File: config.mk
export PLATFORM = sky130hd
export DESIGN_NAME = supervisor_watchdog_reset
export DESIGN_NICKNAME = d
export VERILOG_FILES = /design/src/design/sup_wdt_pkg.sv /design/src/design/supervisor_watchdog_reset.sv /design/src/design/delay_timer.sv
export SDC_FILE = /design/constraint.sdc
export NUM_CORES = 1
export LEC_CHECK = 0
export ABC_AREA = 1
export BUFFER_PORTS_ARGS = -buffer_cell sky130_fd_sc_hd__buf_4
export CAP_MARGIN = 20
export CORE_MARGIN = 3
export CORE_UTILIZATION = 54
export DETAILED_ROUTE_END_ITERATION = 8
export PLACE_DENSITY = 0.8
export SETUP_SLACK_MARGIN = 0.5
export SLEW_MARGIN = 20
export SYNTH_ARGS = -nofsm -noshare
export SYNTH_HDL_FRONTEND = slang
export SYNTH_SLANG_ARGS = --single-unit
File: constraint.sdc
create_clock -name clk_i -period 3.9 [get_ports clk_i]
set_input_delay 0.585 -clock clk_i [delete_from_list [all_inputs] [get_ports clk_i]]
set_output_delay 0.585 -clock clk_i [all_outputs]
set_load 0.05 [all_outputs]
File: src/design/sup_wdt_pkg.sv
package sup_wdt_pkg;

  // ----------------------------------------
  // Time base
  // ----------------------------------------
  localparam int CLK_PERIOD_NS  = 8;
  localparam int TICK_PERIOD_NS = 1000000;
  localparam int TICK_CYCLES    = TICK_PERIOD_NS / CLK_PERIOD_NS;
  localparam int NS_PER_MS      = 1000000;

  // ----------------------------------------
  // Delays, in the units printed
  // ----------------------------------------
  localparam int WDT_SHORT_MS   = 200;
  localparam int WDT_MID_MS     = 600;
  localparam int WDT_LONG_MS    = 1400;
  localparam int RELEASE_MS     = 250;
  localparam int POR_NOMINAL_MS = 200;

  // Counts of time-base ticks; longest is 1400, so 11 bits suffice
  localparam int CNT_W = 11;
  localparam logic [CNT_W-1:0] WDT_SHORT_TICKS =
    CNT_W'(WDT_SHORT_MS * (NS_PER_MS / TICK_PERIOD_NS));
  localparam logic [CNT_W-1:0] WDT_MID_TICKS =
    CNT_W'(WDT_MID_MS * (NS_PER_MS / TICK_PERIOD_NS));
  localparam logic [CNT_W-1:0] WDT_LONG_TICKS =
    CNT_W'(WDT_LONG_MS * (NS_PER_MS / TICK_PERIOD_NS));
  localparam logic [CNT_W-1:0] RELEASE_TICKS =
    CNT_W'(RELEASE_MS * (NS_PER_MS / TICK_PERIOD_NS));

  // ----------------------------------------
  // Watchdog period codes {wdt_period_hi, wdt_period_lo}
  // ----------------------------------------
  localparam logic [1:0] WDT_CODE_LONG  = 2'h0;
  localparam logic [1:0] WDT_CODE_MID   = 2'h1;
  localparam logic [1:0] WDT_CODE_SHORT = 2'h2;
  localparam logic [1:0] WDT_CODE_OFF   = 2'h3;
  localparam logic [1:0] PERIOD_RESET   = WDT_CODE_OFF;

  // ----------------------------------------
  // Register map
  // ----------------------------------------
  localparam logic [7:0] CTRL_OFF   = 8'h00;
  localparam logic [7:0] STATUS_OFF = 8'h04;
  localparam int CTRL_PER_LSB   = 0;
  localparam int ST_RST_BIT     = 0;
  localparam int ST_POR_BIT     = 1;
  localparam int ST_LOWV_BIT    = 2;
  localparam int ST_WDT_BIT     = 3;
  localparam int ST_SUPPLY_BIT  = 4;
  localparam int ST_WP_BIT      = 5;
  localparam int ST_SDA_BIT     = 6;

  // ----------------------------------------
  // Supervisor states
  // ----------------------------------------
  typedef enum logic [3:0] {
    SUP_POR  = 4'h1,
    SUP_RUN  = 4'h2,
    SUP_LOWV = 4'h4,
    SUP_WDT  = 4'h8
  } sup_state_t;

endpackage

File: src/design/supervisor_watchdog_reset.sv
// What this block does
// RL1 - Stuck data line past timeout asserts reset
// RL2 - Start then stop restarts the watchdog
// RL3 - Settings: 200 ms, 600 ms, 1.4 s, off
// RL4 - Period setting survives supply loss
// RL5 - Write-protect high blocks period changes
// RL6 - Low supply asserts reset
// RL7 - Release 250 ms after supply stays good
// RL8 - Power-up holds reset 250 ms
// RL9 - Power-on release needs 200 ms good supply
// RL10 - Open-drain reset, polarity per variant
// RL11 - Data line watched always, never gated
// RL12 - Code 00/01/10/11 = 1.4s/600ms/200ms/off
// RL13 - Delays from time base; reset clears watchdog
//
// The register offsets and the APB register port were left to the implementer.
`timescale 1ns/100ps
`default_nettype none

module supervisor_watchdog_reset
  import sup_wdt_pkg::*;
#(
  parameter int TICK_CYC          = TICK_CYCLES,
  parameter bit RESET_ACTIVE_HIGH = 1'b0
) (
  input  wire logic        clk_i,
  input  wire logic        rst_n_i,
  input  wire logic        nv_init_n_i,
  input  wire logic        psel,
  input  wire logic        penable,
  input  wire logic        pwrite,
  input  wire logic [7:0]  paddr,
  input  wire logic [31:0] pwdata,
  output logic [31:0]      prdata,
  output logic             pready,
  output logic             pslverr,
  input  wire logic        sda_i,
  input  wire logic        scl_i,
  input  wire logic        wp_i,
  input  wire logic        supply_ok_i,
  output logic             rst_out_o,
  output logic             rst_out_oe_o
);

  localparam int PW = $clog2(TICK_CYC + 1);

  // ----------------------------------------
  // Pin synchronisers
  // ----------------------------------------
  // Order: {supply_ok, wp, scl, sda}
  logic [3:0] pin_meta_ff;
  logic [3:0] pin_sync_ff;
  logic [3:0] pin_raw;
  logic       sda_s;
  logic       scl_s;
  logic       wp_s;
  logic       supply_s;

  // Data line is sampled unconditionally, whatever the bus is doing
  assign pin_raw = {supply_ok_i, wp_i, scl_i, sda_i};  // see RL11

  always_ff @(posedge clk_i or negedge rst_n_i) begin
    if (!rst_n_i) begin
      pin_meta_ff <= 4'h0;
      pin_sync_ff <= 4'h0;
    end else begin
      pin_meta_ff <= pin_raw;
      pin_sync_ff <= pin_meta_ff;
    end
  end

  assign sda_s    = pin_sync_ff[0];
  assign scl_s    = pin_sync_ff[1];
  assign wp_s     = pin_sync_ff[2];
  assign supply_s = pin_sync_ff[3];

  // ----------------------------------------
  // Time base
  // ----------------------------------------
  logic [PW-1:0] pre_ff;
  logic [PW-1:0] nxt_pre;
  logic          tick;

  assign tick = (pre_ff == PW'(TICK_CYC - 1));

  always_comb begin
    nxt_pre = tick ? '0 : pre_ff + PW'(1);  // see RL13
  end

  always_ff @(posedge clk_i or negedge rst_n_i) begin
    if (!rst_n_i) begin
      pre_ff <= '0;
    end else begin
      pre_ff <= nxt_pre;
    end
  end

  // ----------------------------------------
  // Nonvolatile period setting
  // ----------------------------------------
  // Reset only by the factory-init input, never by power-on reset,
  // so the setting outlives a supply cycle.
  logic [1:0] period_ff;
  logic [1:0] nxt_period;
  logic       apb_wr;
  logic       apb_rd_setup;
  logic       hit_ctrl;
  logic       hit_status;

  assign hit_ctrl     = (paddr == CTRL_OFF);
  assign hit_status   = (paddr == STATUS_OFF);
  assign apb_wr       = psel && penable && pwrite;
  assign apb_rd_setup = psel && !penable && !pwrite;

  always_comb begin
    nxt_period = period_ff;
    if (apb_wr && hit_ctrl && !wp_s) begin  // see RL5
      nxt_period = pwdata[CTRL_PER_LSB +: 2];
    end
  end

  always_ff @(posedge clk_i or negedge nv_init_n_i) begin
    if (!nv_init_n_i) begin
      period_ff <= PERIOD_RESET;  // see RL4
    end else begin
      period_ff <= nxt_period;  // see RL4
    end
  end

  // ----------------------------------------
  // Watchdog restart detection
  // ----------------------------------------
  logic sda_q_ff;
  logic scl_q_ff;
  logic armed_ff;
  logic nxt_armed;
  logic start_seen;
  logic stop_seen;
  logic wdt_restart;

  // Start: data falls with clock high; stop: data rises with clock high
  assign start_seen = scl_s && scl_q_ff && sda_q_ff && !sda_s;
  assign stop_seen  = scl_s && scl_q_ff && !sda_q_ff && sda_s;
  assign wdt_restart = armed_ff && stop_seen;  // see RL2

  always_comb begin
    nxt_armed = armed_ff;
    if (start_seen) begin
      nxt_armed = 1'b1;  // see RL2
    end else if (stop_seen) begin
      nxt_armed = 1'b0;
    end
  end

  always_ff @(posedge clk_i or negedge rst_n_i) begin
    if (!rst_n_i) begin
      sda_q_ff <= 1'b1;
      scl_q_ff <= 1'b1;
      armed_ff <= 1'b0;
    end else begin
      sda_q_ff <= sda_s;
      scl_q_ff <= scl_s;
      armed_ff <= nxt_armed;
    end
  end

  // ----------------------------------------
  // Watchdog period decode
  // ----------------------------------------
  logic [CNT_W-1:0] wdt_limit;
  logic             wdt_on;

  always_comb begin
    wdt_on = 1'b1;
    case (period_ff)  // see RL12
      WDT_CODE_LONG:  wdt_limit = WDT_LONG_TICKS;  // see RL3
      WDT_CODE_MID:   wdt_limit = WDT_MID_TICKS;  // see RL3
      WDT_CODE_SHORT: wdt_limit = WDT_SHORT_TICKS;  // see RL3
      default: begin
        wdt_limit = WDT_LONG_TICKS;
        wdt_on    = 1'b0;  // see RL3
      end
    endcase
  end

  // ----------------------------------------
  // Supervisor state machine
  // ----------------------------------------
  sup_state_t state_ff;
  sup_state_t nxt_state;
  logic       rel_done;
  logic       rel_clr;
  logic       wdt_done;
  logic       wdt_clr;
  logic       period_chg;
  logic       reset_act;

  assign period_chg = (nxt_period != period_ff);
  assign reset_act  = (state_ff != SUP_RUN);

  // Release delay counts only while the supply stays good; a dip restarts it
  assign rel_clr = !supply_s || (nxt_state != state_ff) || (state_ff == SUP_RUN);  // see RL7

  // Held clear while reset is out, while off, and on each restart
  assign wdt_clr = reset_act || !wdt_on || wdt_restart || period_chg;  // see RL13

  delay_timer #(
    .W (CNT_W)
  ) u_release (
    .clk_i   (clk_i),
    .rst_n_i (rst_n_i),
    .tick_i  (tick),
    .clr_i   (rel_clr),
    .limit_i (RELEASE_TICKS),
    .done_o  (rel_done)
  );

  delay_timer #(
    .W (CNT_W)
  ) u_watchdog (
    .clk_i   (clk_i),
    .rst_n_i (rst_n_i),
    .tick_i  (tick),
    .clr_i   (wdt_clr),
    .limit_i (wdt_limit),
    .done_o  (wdt_done)
  );

  always_comb begin
    nxt_state = state_ff;
    case (state_ff)
      SUP_POR: begin
        // 250 ms of good supply also covers the 200 ms nominal
        if (rel_done) begin
          nxt_state = SUP_RUN;  // see RL8, RL9
        end
      end
      SUP_RUN: begin
        if (!supply_s) begin
          nxt_state = SUP_LOWV;  // see RL6
        end else if (wdt_on && wdt_done) begin
          nxt_state = SUP_WDT;  // see RL1
        end
      end
      SUP_LOWV: begin
        if (rel_done) begin
          nxt_state = SUP_RUN;  // see RL7
        end
      end
      SUP_WDT: begin
        if (!supply_s) begin
          nxt_state = SUP_LOWV;  // see RL6
        end else if (rel_done) begin
          nxt_state = SUP_RUN;
        end
      end
      default: begin
        nxt_state = SUP_POR;
      end
    endcase
  end

  always_ff @(posedge clk_i or negedge rst_n_i) begin
    if (!rst_n_i) begin
      state_ff <= SUP_POR;  // see RL8
    end else begin
      state_ff <= nxt_state;
    end
  end

  // ----------------------------------------
  // Open-drain reset pin
  // ----------------------------------------
  // Active-low variant pulls low while active; active-high variant
  // pulls low while inactive and lets the pull-up assert.
  logic rst_oe_ff;
  logic nxt_rst_oe;

  always_comb begin
    if (RESET_ACTIVE_HIGH) begin
      nxt_rst_oe = !(nxt_state != SUP_RUN);  // see RL10
    end else begin
      nxt_rst_oe = (nxt_state != SUP_RUN);  // see RL10
    end
  end

  always_ff @(posedge clk_i or negedge rst_n_i) begin
    if (!rst_n_i) begin
      rst_oe_ff <= !RESET_ACTIVE_HIGH;  // see RL8
    end else begin
      rst_oe_ff <= nxt_rst_oe;
    end
  end

  assign rst_out_o    = 1'b0;
  assign rst_out_oe_o = rst_oe_ff;

  // ----------------------------------------
  // APB slave
  // ----------------------------------------
  // Zero wait states; read data is captured in the setup cycle so
  // it comes from a flop yet is ready in the access cycle.
  logic [31:0] rdata_ff;
  logic [31:0] nxt_rdata;
  logic [31:0] status_word;

  always_comb begin
    status_word = 32'h0000_0000;
    status_word[ST_RST_BIT]    = reset_act;
    status_word[ST_POR_BIT]    = (state_ff == SUP_POR);
    status_word[ST_LOWV_BIT]   = (state_ff == SUP_LOWV);
    status_word[ST_WDT_BIT]    = (state_ff == SUP_WDT);
    status_word[ST_SUPPLY_BIT] = supply_s;
    status_word[ST_WP_BIT]     = wp_s;
    status_word[ST_SDA_BIT]    = sda_s;
  end

  always_comb begin
    nxt_rdata = rdata_ff;
    if (apb_rd_setup) begin
      nxt_rdata = 32'h0000_0000;
      if (hit_ctrl) begin
        nxt_rdata[CTRL_PER_LSB +: 2] = period_ff;
      end else if (hit_status) begin
        nxt_rdata = status_word;
      end
    end
  end

  always_ff @(posedge clk_i or negedge rst_n_i) begin
    if (!rst_n_i) begin
      rdata_ff <= 32'h0000_0000;
    end else begin
      rdata_ff <= nxt_rdata;
    end
  end

  assign prdata  = rdata_ff;
  assign pready  = 1'b1;
  assign pslverr = psel && penable && !(hit_ctrl || hit_status);

endmodule

`default_nettype wire

File: src/design/delay_timer.sv
`timescale 1ns/100ps
`default_nettype none

module delay_timer
  import sup_wdt_pkg::*;
#(
  parameter int W = CNT_W
) (
  input  wire logic         clk_i,
  input  wire logic         rst_n_i,
  input  wire logic         tick_i,
  input  wire logic         clr_i,
  input  wire logic [W-1:0] limit_i,
  output logic              done_o
);

  logic [W-1:0] cnt_ff;
  logic [W-1:0] nxt_cnt;

  // ----------------------------------------
  // Tick counter, saturating at the limit
  // ----------------------------------------
  always_comb begin
    nxt_cnt = cnt_ff;
    if (clr_i) begin
      nxt_cnt = '0;
    end else if (tick_i && !done_o) begin
      nxt_cnt = cnt_ff + W'(1);
    end
  end

  always_ff @(posedge clk_i or negedge rst_n_i) begin
    if (!rst_n_i) begin
      cnt_ff <= '0;
    end else begin
      cnt_ff <= nxt_cnt;
    end
  end

  assign done_o = (cnt_ff >= limit_i);

endmodule

`default_nettype wire

# After elaboration in Yosys (flattened, before gate mapping)
# Cells that the tools add are included.
[totals]
regBits = 89
elab_cells = 86
[classes]
addsub = 3
order_cmp = 2
n_eq_ne = 12
muxes = 18
n_reduce_logical = 39
[op_table]
columns = ["op", "count"]
rows = [
  ["11-bit 2-to-1 mux", 4],
  ["30-bit 2-to-1 mux", 1],
  ["11-bit by 1-bit adder with 11-bit output, second input constant", 2],
  ["11-bit case mux with 2 select lines", 1],
  ["17-bit by 1-bit adder with 17-bit output, second input constant", 1],
  ["17-bit equality test, second input constant", 1],
  ["17-bit 2-to-1 mux", 1],
  ["1-bit logical AND", 16],
  ["4-bit 2-to-1 mux", 4],
  ["4-bit case mux with 3 select lines", 1],
  ["11-bit >= comparator", 1],
  ["11-bit by 8-bit >= comparator with 1-bit output, second input constant", 1],
  ["1-bit zero test", 10],
  ["8-bit by 3-bit equality test with 1-bit output, second input constant", 1],
  ["8-bit zero test", 1],
  ["4-bit by 2-bit != test with 1-bit output, second input constant", 2],
  ["7-bit 2-to-1 mux", 1],
  ["1-bit logical OR", 6],
  ["2-bit nonzero test", 3],
  ["4-bit by 1-bit equality test with 1-bit output, second input constant", 1],
  ["4-bit by 2-bit equality test with 1-bit output, second input constant", 1],
  ["4-bit by 3-bit equality test with 1-bit output, second input constant", 1],
  ["4-bit equality test, second input constant", 1],
  ["2-bit 2-to-1 mux", 2],
  ["8 further kinds", 10],
]

# Logic depth before layout (Yosys ltp)
# Gate-level depths: netlist of the first run.
[logic_depth]
word_depth = 11
mapped_depth = 15
mapped_depth_nobuf = 15

# Hierarchy
# Synthesis of the first run repeated with hierarchy kept, for this count alone.
[unflattened]
hier_cells = 643
area_unflattened_um2 = 4645.7
[modules_own_cells]
columns = ["mod", "instances", "cells_each", "area_per_inst_um2"]
rows = [
  ["supervisor_watchdog_reset", 1, 295, 2346.0],
  ["delay_timer", 2, 174, 1149.9],
]

# Worst setup path before layout of the first run
# OpenSTA, ideal clock, no wires.
[synth_timing]
path_kind = "input port to output port"
startpoint = "input port paddr[7]"
endpoint = "output port pslverr"
arrival_time_ps = 1861
t_required_ps = 3315
path_slack_ps = 1454
stages = 4
path_buffers = 0
path_cell_list = "nor2_1 -> nand2_1 -> nor2_2 -> nor3_1"
[synth_between]
elab_chain_cells = 4
[synth_lines]
columns = ["item", "line_no", "text"]
rows = [
  ["start, declared", "supervisor_watchdog_reset.sv:32", "input wire logic [7:0] paddr,"],
  ["8-bit by 3-bit equality test with 1-bit output / 8-bit zero test (equally long branches)", "supervisor_watchdog_reset.sv:111, supervisor_watchdog_reset.sv:110", ""],
  ["1-bit logical OR (*)", "supervisor_watchdog_reset.sv:340", "assign pslverr = psel && penable && !(hit_ctrl || hit_status);"],
  ["1-bit zero test (*)", "supervisor_watchdog_reset.sv:340", ""],
  ["1-bit logical AND (*)", "supervisor_watchdog_reset.sv:340", ""],
  ["end, declared", "supervisor_watchdog_reset.sv:36", "output logic pslverr,"],
]
# Every way passes the cells marked *; elsewhere a longest branch is shown, timed or not.

# Final worst setup path of the first run
[layout_timing]
startpoint = "register period_ff[0]"
endpoint = "register u_watchdog.cnt_ff[2]"
[layout_between]
elab_chain_cells = 8
[layout_lines]
columns = ["item", "line_no", "text"]
rows = [
  ["start, declared", "supervisor_watchdog_reset.sv:103", "logic [1:0] period_ff;"],
  ["start signal, assigned", "supervisor_watchdog_reset.sv:126", "period_ff <= nxt_period;"],
  ["parallel branches: the longest is 8 deep, another holds 11-bit >= comparator", "n/a", ""],
  ["end signal, assigned", "delay_timer.sv:36", "cnt_ff <= nxt_cnt;"],
  ["end, declared", "delay_timer.sv:17", "logic [W-1:0] cnt_ff;"],
]
# Parallel ways; which one is timed is not known.
# A chain may end at the register's enable or synchronous reset.

==> impl_results.md, run 1 <==
- Outcome: complete, no violations
- FF+latch count, synth: 64
- Seq. cell area: 1609 µm²
- Antenna Nets Post-Route: 0
- Worst Path Arrival: 2740 ps
- Largest net degree at the start of global routing: 63
- Syn-to-layout area delta: 10.50%
- Total congestion overflow: 0
- Rows: 30
- Final layout net count: 604
- Crit share post-route: 0.6378
- Final Non-Filler Cells: 640
- Root buffer cell: clkbuf_8
- Clk_lat worst skew: 360 ps
- Gate Count Post-Synth: 503
- Clock transition at path regs: 80 ps
- Mapped Avg Cell Area: 7.651 µm²
- Worst Skew: 7.965 ps
- H-tree levels: 3
- Multi-input logic area: 1803 µm²
- Post-Synth Adder-Cell Area: 0.04876
- Drt first pass iters: 4
- N_diodes: 0
- Vias in the first global route: 3040
- Fmax: 402.0 MHz
- CP max FO: 7
- Clk sinks: 64
- Met2 wire len: 3653 µm
- Max incr delay on CP: 580 ps
- Routed length on met3: 337 µm
- Main synth FF type: dfrtp_1
- Mux cell area share after synthesis: 0
- Antenna violations before repair: 0
- Max Cap Viol: 0
- Residual DRC: 0
- Number of flops mapped to enable cells by yosys: 0
- Synth Area in XOR/XNOR: 0.02276
- DP HPWL: 5503 µm
- Placed cell count: 624
- Power per cell area: 357.6 nW/µm²
- First-pass GRT wire length: 12940 µm
- Met1 WL: 3386 µm
- Synth async-reset ratio: 1.000
- Final setup viols: 0
- Fillers: 584
- RSZ-0062 raised after global routing: no
- Max Buffers Root-to-Sink: 2
- CP Capture Type: flip-flop
- Io pins: 86
- Crit-path slowest cell: dfstp_2
- RD Place Congestion: 0.9057
- PortBufs: 28
- Setup TNS: 0 ps
- Routed vias/inst: 5.011
- Slew Viols, Final: 0
- Seq/Total Area, Yosys: 0.4181
- CTS tree: done
- Top routing layer used: met4
- Hold Crit Class: primary input to asynchronous set/reset pin
- Synth Cell Area: 3849 µm²
- Hold_buf cts: 0
- Hold Vio Cnt, Final: 0
- Post-CTS sizing: 0
- Post-CTS Setup Inserts: 0
- Min Tclk post-route: 2488 ps
- Critical path class: flip-flop to flip-flop
- Via count: 3207
- DR WL/cell: 11.70 µm
- Most common cell on crit path: inv_1
- Endpoint required time on the critical path: 4150 ps
- Core area: 6869 µm²
- Num CTS Buffers: 9
- Synth Area in Simple Gates: 0.3147
- First-iteration detailed-routing DRC count: 156
- Die height: 90.42 µm
- Synth Area in Compound Gates: 0.05299
- Largest family of logic cells by synthesized area: simple AND/OR/NAND/NOR gates
- Initial core utilization: 0.5603
- Slew margin rel.: 0.4985
- Startpoint Class: flip-flop
- Pleak: 0.002128 µW
- Worst-path cell chain: inv_1 -> ha_1 -> inv_1 -> ha_1 -> a21o_1 -> nor2_1 -> nand2_1 -> nor2_2 -> inv_1 -> nand4_1 -> nand2_1
- Ys Warns: 0
- Worst-Margin Slew: 752.3 ps
- Total GRT Usage: 0.1929
- Die area: 8176 µm²
- Layout cells sized above 1: 0.1287
- Maximum VDD drop: 0.3369 mV
- Synth cell types: 33
- Total wire length: 7485 µm
- Die Wd: 90.42 µm
==> state kept, by name (all words and copies together) (netlist names) <==
signal             count
rst_out_oe_o           1
pin_meta_ff            4
state_ff               4
u_watchdog.cnt_ff     11
scl_q_ff               1
pin_sync_ff            4
u_release.cnt_ff      11
armed_ff               1
sda_q_ff               1
prdata                 7
period_ff              2
pre_ff                17
==> kinds of logic after synthesis <==
kind of cell             Yosys count
buffers and inverters            113
AND/OR/NAND/NOR                  263
flip-flops                        64
XOR/XNOR                          10
other                              2
AO/OA/AOI/OAI                     36
adder cells (fa/ha/maj)           15
==> power by group <==
part	internal (µW)	switching, µW	total (µW)
sequential	699	20.1	719
clock	300	294	594
combinational	48.4	159	207
==> synth_stat cells, drive strengths merged, types with 3 or more instances <==
cell    count  area (µm²)
a21oi       7       35.03
o21ai      21       108.9
xor2       10       87.58
nor2       74       327.8
nand2     113       431.7
nand3      30       172.7
buf        31       234.0
nor4        3       18.77
inv        81       304.0
ha         15       187.7
nor3        8       40.04
o21bai      4       30.03
nand4      30       187.7
dfrtp      58        1451
dfstp       6       157.7
==> path summary, 6_finish.rpt <==
check,from,endpoint,slack [ps],cells past startpoint
min reg2reg,pin_meta_ff[3],pin_sync_ff[3],350,0
min in group clk_i,sda_i,pin_meta_ff[0],320,1
min,nv_init_n_i,period_ff[0],150,1
max in group asynchronous,rst_n_i,u_watchdog.cnt_ff[7],3110,1
max reg2reg,period_ff[0],u_watchdog.cnt_ff[2],1410,11
max,period_ff[0],u_watchdog.cnt_ff[2],1410,11
==> through the flow <==
stage,hold slack [ps],instance area [µm²],power (µW),worst slack [ps],util
5_1_grt,144.2,4253,1587,1238,0.6191
3_3_place_gp,333.2,4050,931.9,1463,0.5896
4_1_cts,141.1,4253,1535,1383,0.6191
6_report,149.0,4253,1521,1412,0.6191
2_1_floorplan,289.4,3954,897.1,1454,-
3_5_place_dp,339.5,4050,938.6,1412,0.5896
==> area by class of cell <==
class / instances / area share
clock buffer: 9 / 0.02913
clock inverter: 7 / 0.01853
inverter: 82 / 0.07237
multi-input combinational: 354 / 0.4239
sequential: 64 / 0.3783
tap: 96 / 0.02824
timing repair buffer: 28 / 0.04943
==> critical path, delay by kind of cell, from the launching register on <==
| family | cells | cell delay (ps) |
|---|---|---|
| AO/OA/AOI/OAI | 1 | 180 |
| adder cells (fa/ha/maj) | 2 | 560 |
| buffers and inverters | 3 | 390 |
| flip-flops | 1 | 580 |
| AND/OR/NAND/NOR | 5 | 690 |
==> placed cells by master (no fill, tap or decap), types with 4 or more instances in the layout <==
| master | count |
|---|---|
| xor2_1 | 10 |
| o21ai_0 | 20 |
| inv_1 | 78 |
| dfrtp_1 | 58 |
| nand4_1 | 30 |
| ha_1 | 15 |
| o21bai_1 | 4 |
| dfstp_2 | 6 |
| nand3_1 | 27 |
| a21oi_1 | 7 |
| clkbuf_8 | 9 |
| nor2_4 | 5 |
| nor2_1 | 64 |
| nor3_1 | 8 |
| buf_4 | 28 |
| conb_1 | 30 |
| nor2_2 | 5 |
| nand2_1 | 110 |
==> layer usage <==
metal | vias up | global-route usage
met3 | 13 | 0.04833
met1 | 1509 | 0.2440
met2 | 70 | 0.3155
li1 | 1615 | -
met4 | 0 | 0.08036
met5 | - | 0
No activity file was read; power rests on OpenSTA's default activity.
==> run 2, diff against run 1 <==
- ABC_AREA: 1 -> 0
- CORE_UTILIZATION: 54 -> 53
- PLACE_DENSITY: 0.8 -> 0.79
- clock period: 3.9 -> 2.3 ns (I/O delays scaled with it)
==> run 2 against run 1 <==
  * The flow now finishes with violations (negative setup slack)
  * Total power is 78% higher
  * Sequential cell count stayed put
  * Maximum frequency is 0.42% lower
==> impl_results.md, run 2 <==
- Outcome: finished with violations
- Violated checks: negative setup slack
- Synth cell types: 51 (+55%)
- First-pass GRT wire length: 12770 µm (-1.3%)
- Ys Warns: 0 (unchanged)
- CP top delay family: compound AO/OA/AOI/OAI gates
- Synth area leader: dfrtp_1
- Initial core utilization: 0.5643 (+0.003994)
- First-iteration detailed-routing DRC count: 104 (-33%)
- Yosys top cell area share: 0.4195 (+0.04242)
- Hold Crit Class: primary input to asynchronous set/reset pin
- Pleak: 0.001904 µW (-11%)
- Slew margin rel.: 0.4949 (-0.003553)
- Rows: 28 (-6.7%)
- Crit share post-route: 1.086 (+0.4483)
- Total wire length: 7911 µm (+5.7%)
- Most frequent cells in the layout: dfrtp_1, buf_4, conb_1, nor2_1, nand2_1
- Hold Vio Cnt, Final: 0 (unchanged)
- Internal power: 1845 µW (+76%)
- Max incr delay on CP: 610 ps (+30 ps)
- PortBufs: 28 (unchanged)
- Post-route core utilization: 0.7122 (+0.09312)
- Clock power frac: 0.356 (-0.035)
- Total GRT Usage: 0.2168 (+0.02397)
- Maximum VDD drop: 0.7156 mV (+110%)
- Worst-path cell chain: buf_6 -> ha_1 -> inv_1 -> ha_2 -> a211oi_4 -> o21ba_4 -> o211ai_4 -> or4b_1 -> a21oi_2
- CP Capture Type: flip-flop
- Max Cap Viol: 0 (unchanged)
- Setup WS post-layout: -198.0 ps (-1610 ps)
- Via count: 2761 (-14%)
- Synth async-reset ratio: 1.000 (unchanged)
- Io pins: 86 (unchanged)
- Core area: 6131 µm² (-11%)
- Clk sinks: 64 (unchanged)
- Seq pwr share: 0.465 (-0.008)
- Sw Pwr: 857.0 µW (+81%)
- Die area: 7533 µm² (-7.9%)
- Drt first pass iters: 5 (+1)
- Most common cell after layout, fill and taps aside: dfrtp_1
- Syn-to-layout area delta: 26.22%
- Comb power frac: 0.180 (+0.044)
- Critical path class: flip-flop to flip-flop
- Residual DRC: 0 (unchanged)
- Worst Path Arrival: 2770 ps (+30 ps)
- Clk_lat worst skew: 340 ps (-20 ps)
- Worst Skew: 10.20 ps (+2.233 ps)
- FF+latch count, synth: 64 (unchanged)
- Worst-Margin Slew: 757.6 ps (+5.331 ps)
- RSZ-0062 raised after global routing: yes
- Startpoint Class: flip-flop
- Largest net degree at the start of global routing: 63 (unchanged)
- WP buf/inv: 2 (-1)
- Number of flops mapped to enable cells by yosys: 0 (unchanged)
- Fillers: 421 (-28%)
- Gate Count Post-Synth: 346 (-31%)
- Max Buffers Root-to-Sink: 2 (unchanged)
- Vias in the first global route: 2741 (-9.8%)
- Biggest register: pre_ff
- N_diodes: 0 (unchanged)
- Most frequent cell after synthesis: dfrtp_1
- Seq/Total Area, Yosys: 0.4651 (+0.04702)
- Min Tclk post-route: 2498 ps (+10.49 ps)
- R2R Path Start: period_ff[1]
- Layout cells sized above 1: 0.3084 (+0.1798)
- Synth area leaders: dfrtp_1, buf_4, ha_1, dfstp_2, nor2_1
- Final setup viols: 14 (+14)
- Die height: 86.79 µm (-4.0%)
- Largest register FFs: 17 (unchanged)
- Crit path from: period_ff[1]
- Num CTS Buffers: 9 (unchanged)
- DP HPWL: 5043 µm (-8.4%)
- DR WL/cell: 16.14 µm (+38%)
- Routed vias/inst: 5.635 (+12%)
- Power per cell area: 618.8 nW/µm² (+73%)
- Antenna violations before repair: 0 (unchanged)
- Final layout net count: 475 (-21%)
- Setup TNS: -1283 ps (-1283 ps)
- Mapped Avg Cell Area: 9.999 µm² (+31%)
- Net Sw Frac: 0.3172 (+0.006099)
- Largest registers: pre_ff x17, u_release.cnt_ff x11, u_watchdog.cnt_ff x11
- Fmax: 400.3 MHz (-0.42%)
- Clock transition at path regs: 80 ps (about the same)
- Synth Cell Area: 3460 µm² (-10%)
- Main synth FF type: dfrtp_1
- Crit-path slowest cell: dfstp_2
- Multi-input logic area: 1931 µm² (+7.1%)
- Antenna Nets Post-Route: 0 (unchanged)
- H-tree levels: 3 (unchanged)
- Root buffer cell: clkbuf_8
- CP max FO: 7 (unchanged)
- Seq. cell area: 1609 µm² (unchanged)
- Slew Viols, Final: 0 (unchanged)
- Die Wd: 86.79 µm (-4.0%)
- CTS tree: done
- Total congestion overflow: 0 (unchanged)
- Most frequent cells after synthesis: dfrtp_1, nor2_1, buf_4
- Endpoint required time on the critical path: 2570 ps (-1580 ps)
- RD Place Congestion: 0.8362 (-7.7%)
## run 2: final cells by class
class / instances / area share
flip-flops and latches: 64 / 0.3685
well taps: 75 / 0.02149
inverters: 14 / 0.01261
multi-input cells: 262 / 0.4421
repair buffers: 59 / 0.1106
clock buffers: 9 / 0.02837
clock inverters: 7 / 0.01633
## run 2: power by group through the flow
stage / registers (µW) / clock network [µW] / logic (µW)
after floorplan: 1270 / 0 / 349
after global placement: 1260 / 0 / 431
after detailed placement: 1270 / 0 / 446
after CTS: 1250 / 974 / 472
after global routing: 1260 / 1030 / 521
final: 1260 / 961 / 486
## run 2: worst paths after layout
check,endpoint,cells past startpoint,slack [ps]
max,u_watchdog.cnt_ff[9],9,-200
min,prdata[5],1,50
max reg2reg,u_watchdog.cnt_ff[9],9,-200
min reg2reg,pin_sync_ff[3],0,350
max in group asynchronous,u_watchdog.cnt_ff[4],1,1720
min in group clk_i,pin_meta_ff[2],1,110
## run 2: cell families after synthesis
family / count (synthesis) / synth area share
other: 2 / 0.002171
buffers and inverters: 49 / 0.08246
DFF: 64 / 0.4651
and+or+nand+nor: 131 / 0.2123
xor gates and xnor gates: 24 / 0.06076
muxes: 1 / 0.002893
AOI/OAI and AO/OA: 60 / 0.1201
adders and majority gates: 15 / 0.05425
## run 2: worst reg2reg max path, stage by stage, from the launching register on
cell and delay (ps):
dfstp_2 610, buf_6 120, ha_1 150, inv_1 50
ha_2 190, a211oi_4 260, o21ba_4 200, o211ai_4 130
or4b_1 580, a21oi_2 150
## run 2: what timing repair did
action                                  4_1_cts  5_1_grt
endpoints found under the hold margin         2        0
buffers inserted                              4        2
endpoints found under the setup margin       32       31
gates resized for setup                      24       25
hold buffers                                  1        0
pin swaps                                     8       15
cloned                                        1        0
## run 2: per-stage QoR
stage | hold slack [ps] | cell area [µm²] | power [µW] | instances | setup slack, ps
finish | 54.73 | 4367 | 2702 | 490 | -198.0
global route | 93.00 | 4367 | 2811 | 490 | -272.1
CTS | 94.28 | 4248 | 2695 | 488 | -141.6
detailed placement | 299.0 | 3872 | 1712 | 466 | -211.8
global placement | 292.6 | 3872 | 1695 | 466 | -115.5
floorplan | 49.41 | 3626 | 1618 | 374 | -16.13
## run 2: metal layers
metal,GRT usage,vias to the layer above,part of all wire
li1,-,1307,-
met1,0.2606,1341,0.41
met2,0.3630,92,0.51
met3,0.05513,21,0.045
met4,0.1006,0,0.030
met5,0,-,0
==> run 3, diff against run 2 <==
- clock period: 2.3 -> 2.67 ns (I/O delays scaled with it)
==> run 3 against run 2 <==
  * The run now ends clean
  * Setup slack better by 380 ps
  * Sequential power fell by 14%
  * Clock skew decreased by 2.4 ps
  * Total power is 7.9% lower
  * Combinational power decreased by 14%
  * Largest cell class unchanged
==> impl_results.md, run 3 (synthesis results as in run 2) <==
- Final hold slack: 121.2 ps (+66.45 ps)
- Crit share post-route: 0.9307 (-0.1554)
- Die area: 7533 µm² (unchanged)
- Worst Skew: 7.775 ps (-2.423 ps)
- H-tree levels: 3 (unchanged)
- Critical path class: flip-flop to flip-flop
- Worst-Margin Slew: 756.7 ps (-0.8833 ps)
- CP Capture Type: flip-flop
- CP max FO: 7 (unchanged)
- Root buffer cell: clkbuf_8
- Startpoint Class: flip-flop
- Layout cells sized above 1: 0.2531 (-0.05533)
- Core area: 6131 µm² (unchanged)
- Num CTS Buffers: 9 (unchanged)
- First-iteration detailed-routing DRC count: 149 (+43%)
- Vias in the first global route: 2759 (+0.66%)
- Worst-path cell chain: inv_2 -> ha_4 -> inv_4 -> ha_1 -> a21oi_2 -> and2_4 -> o211ai_4 -> buf_6 -> or4_1 -> a21oi_1
- Hold Vio Cnt, Final: 0 (unchanged)
- Net Sw Frac: 0.2836 (-0.03353)
- DR WL/cell: 16.23 µm (+0.53%)
- N_diodes: 0 (unchanged)
- PortBufs: 28 (unchanged)
- Clock transition at path regs: 70 ps (about the same)
- Total GRT Usage: 0.2187 (+0.001851)
- DP HPWL: 4790 µm (-5.0%)
- Power per cell area: 594.0 nW/µm² (-4.0%)
- Most frequent cells in the layout: dfrtp_1, buf_4, conb_1, nor2_1, nand2_1
- Biggest register: pre_ff
- RD Place Congestion: 0.7971 (-4.7%)
- Rows: 28 (unchanged)
- Antenna Nets Post-Route: 0 (unchanged)
- Largest net degree at the start of global routing: 63 (unchanged)
- Max Buffers Root-to-Sink: 2 (unchanged)
- Fmax: 402.4 MHz (+0.52%)
- Syn-to-layout area delta: 21.09%
- RSZ-0062 raised after global routing: yes
- Slew Viols, Final: 0 (unchanged)
- Max incr delay on CP: 560 ps (-50 ps)
- Non-Filler Cell Area, Final: 4189 µm² (-4.1%)
- Sw Pwr: 705.7 µW (-18%)
- Pre-CTS setup slack: 114.7 ps (+326.5 ps)
- Min Tclk post-route: 2485 ps (-12.96 ps)
- Largest register FFs: 17 (unchanged)
- Die height: 86.79 µm (unchanged)
- Clk_lat worst skew: 340 ps (about the same)
- Slew margin rel.: 0.4955 (+0.0005890)
- Maximum VDD drop: 0.3442 mV (-52%)
- Worst Path Arrival: 2750 ps (-20 ps)
- Total wire length: 7758 µm (-1.9%)
- Total congestion overflow: 0 (unchanged)
- Residual DRC: 0 (unchanged)
- WP buf/inv: 3 (+1)
- Area after DPL: 3729 µm² (-3.7%)
- Setup WS post-layout: 185.0 ps (+383.0 ps)
- Routed vias/inst: 5.774 (+2.5%)
- First-pass GRT wire length: 12860 µm (+0.70%)
- Setup TNS: 0 ps (+1283 ps)
- Endpoint required time on the critical path: 2930 ps (+360 ps)
- Pleak: 0.001875 µW (-1.5%)
- Final setup viols: 0 (-14)
- Seq pwr share: 0.433 (-0.032)
- Die Wd: 86.79 µm (unchanged)
- CP top delay family: simple AND/OR/NAND/NOR gates
- Drt first pass iters: 5 (unchanged)
- Most common cell after layout, fill and taps aside: dfrtp_1
- Internal power: 1783 µW (-3.4%)
- Via count: 2760 (-0.036%)
- Largest registers: pre_ff x17, u_release.cnt_ff x11, u_watchdog.cnt_ff x11
- Comb power frac: 0.169 (-0.011)
- Hold Crit Class: primary input to asynchronous set/reset pin
- Antenna violations before repair: 0 (unchanged)
- Initial core utilization: 0.5643 (unchanged)
- Max Cap Viol: 0 (unchanged)
- Outcome: complete, no violations
- Clock power frac: 0.398 (+0.042)
- Post-route core utilization: 0.6833 (-0.02898)
- Final layout net count: 463 (-2.5%)
- Io pins: 86 (unchanged)
- CTS tree: done
- Crit-path slowest cell: dfstp_2
- Clk sinks: 64 (unchanged)
## run 3: layout make-up
class                      instances  area (µm²)
clock buffer                      10       127.6
timing repair buffer              47       371.6
tap                               75       93.84
clock inverter                     6       107.6
sequential                        64        1609
fill                             435        1942
inverter                          14       55.05
multi-input combinational        262        1824
## run 3: stage by stage
stage | instances | power (µW)
after floorplan | 374 | 1393
after global placement | 448 | 1453
after detailed placement | 448 | 1464
after CTS | 476 | 2476
after global routing | 478 | 2594
final | 478 | 2488
## run 3: power groups by stage
stage	combinational, µW	sequential (µW)	clock (µW)
after floorplan	300	1090	0
after global placement	366	1090	0
after detailed placement	374	1090	0
after CTS	400	1070	1000
after global routing	451	1090	1060
final	420	1080	990
## run 3: repair_timing
| action | 4_1_cts | 5_1_grt |
|---|---|---|
| buffers inserted | 10 | 2 |
| pin swaps | 9 | 6 |
| hold buffers | 1 | 0 |
| endpoints found under the setup margin | 22 | 23 |
| cloned | 1 | 0 |
| endpoints found under the hold margin | 2 | 0 |
| gates resized for setup | 12 | 10 |
## run 3: layer usage
| metal | wire length [µm] | part of all wire | GRT usage | vias up |
|---|---|---|---|---|
| met3 | 415 | 0.053 | 0.05513 | 18 |
| met2 | 3949 | 0.51 | 0.3644 | 94 |
| li1 | - | - | - | 1294 |
| met1 | 3229 | 0.42 | 0.2718 | 1354 |
| met5 | 0 | 0 | 0 | - |
| met4 | 164 | 0.021 | 0.08499 | 0 |
## run 3: final timing paths
path | startpoint | end | slack [ps] | cells after the start
worst min-delay path | rst_n_i | prdata[5] | 120 | 1
worst max register to register | period_ff[0] | u_watchdog.cnt_ff[8] | 180 | 10
worst max-delay path | period_ff[0] | u_watchdog.cnt_ff[8] | 180 | 10
max in group asynchronous | rst_n_i | u_watchdog.cnt_ff[0] | 2040 | 1
min in group clk_i | supply_ok_i | pin_meta_ff[3] | 160 | 1
worst min register to register | pin_meta_ff[2] | pin_sync_ff[2] | 350 | 0
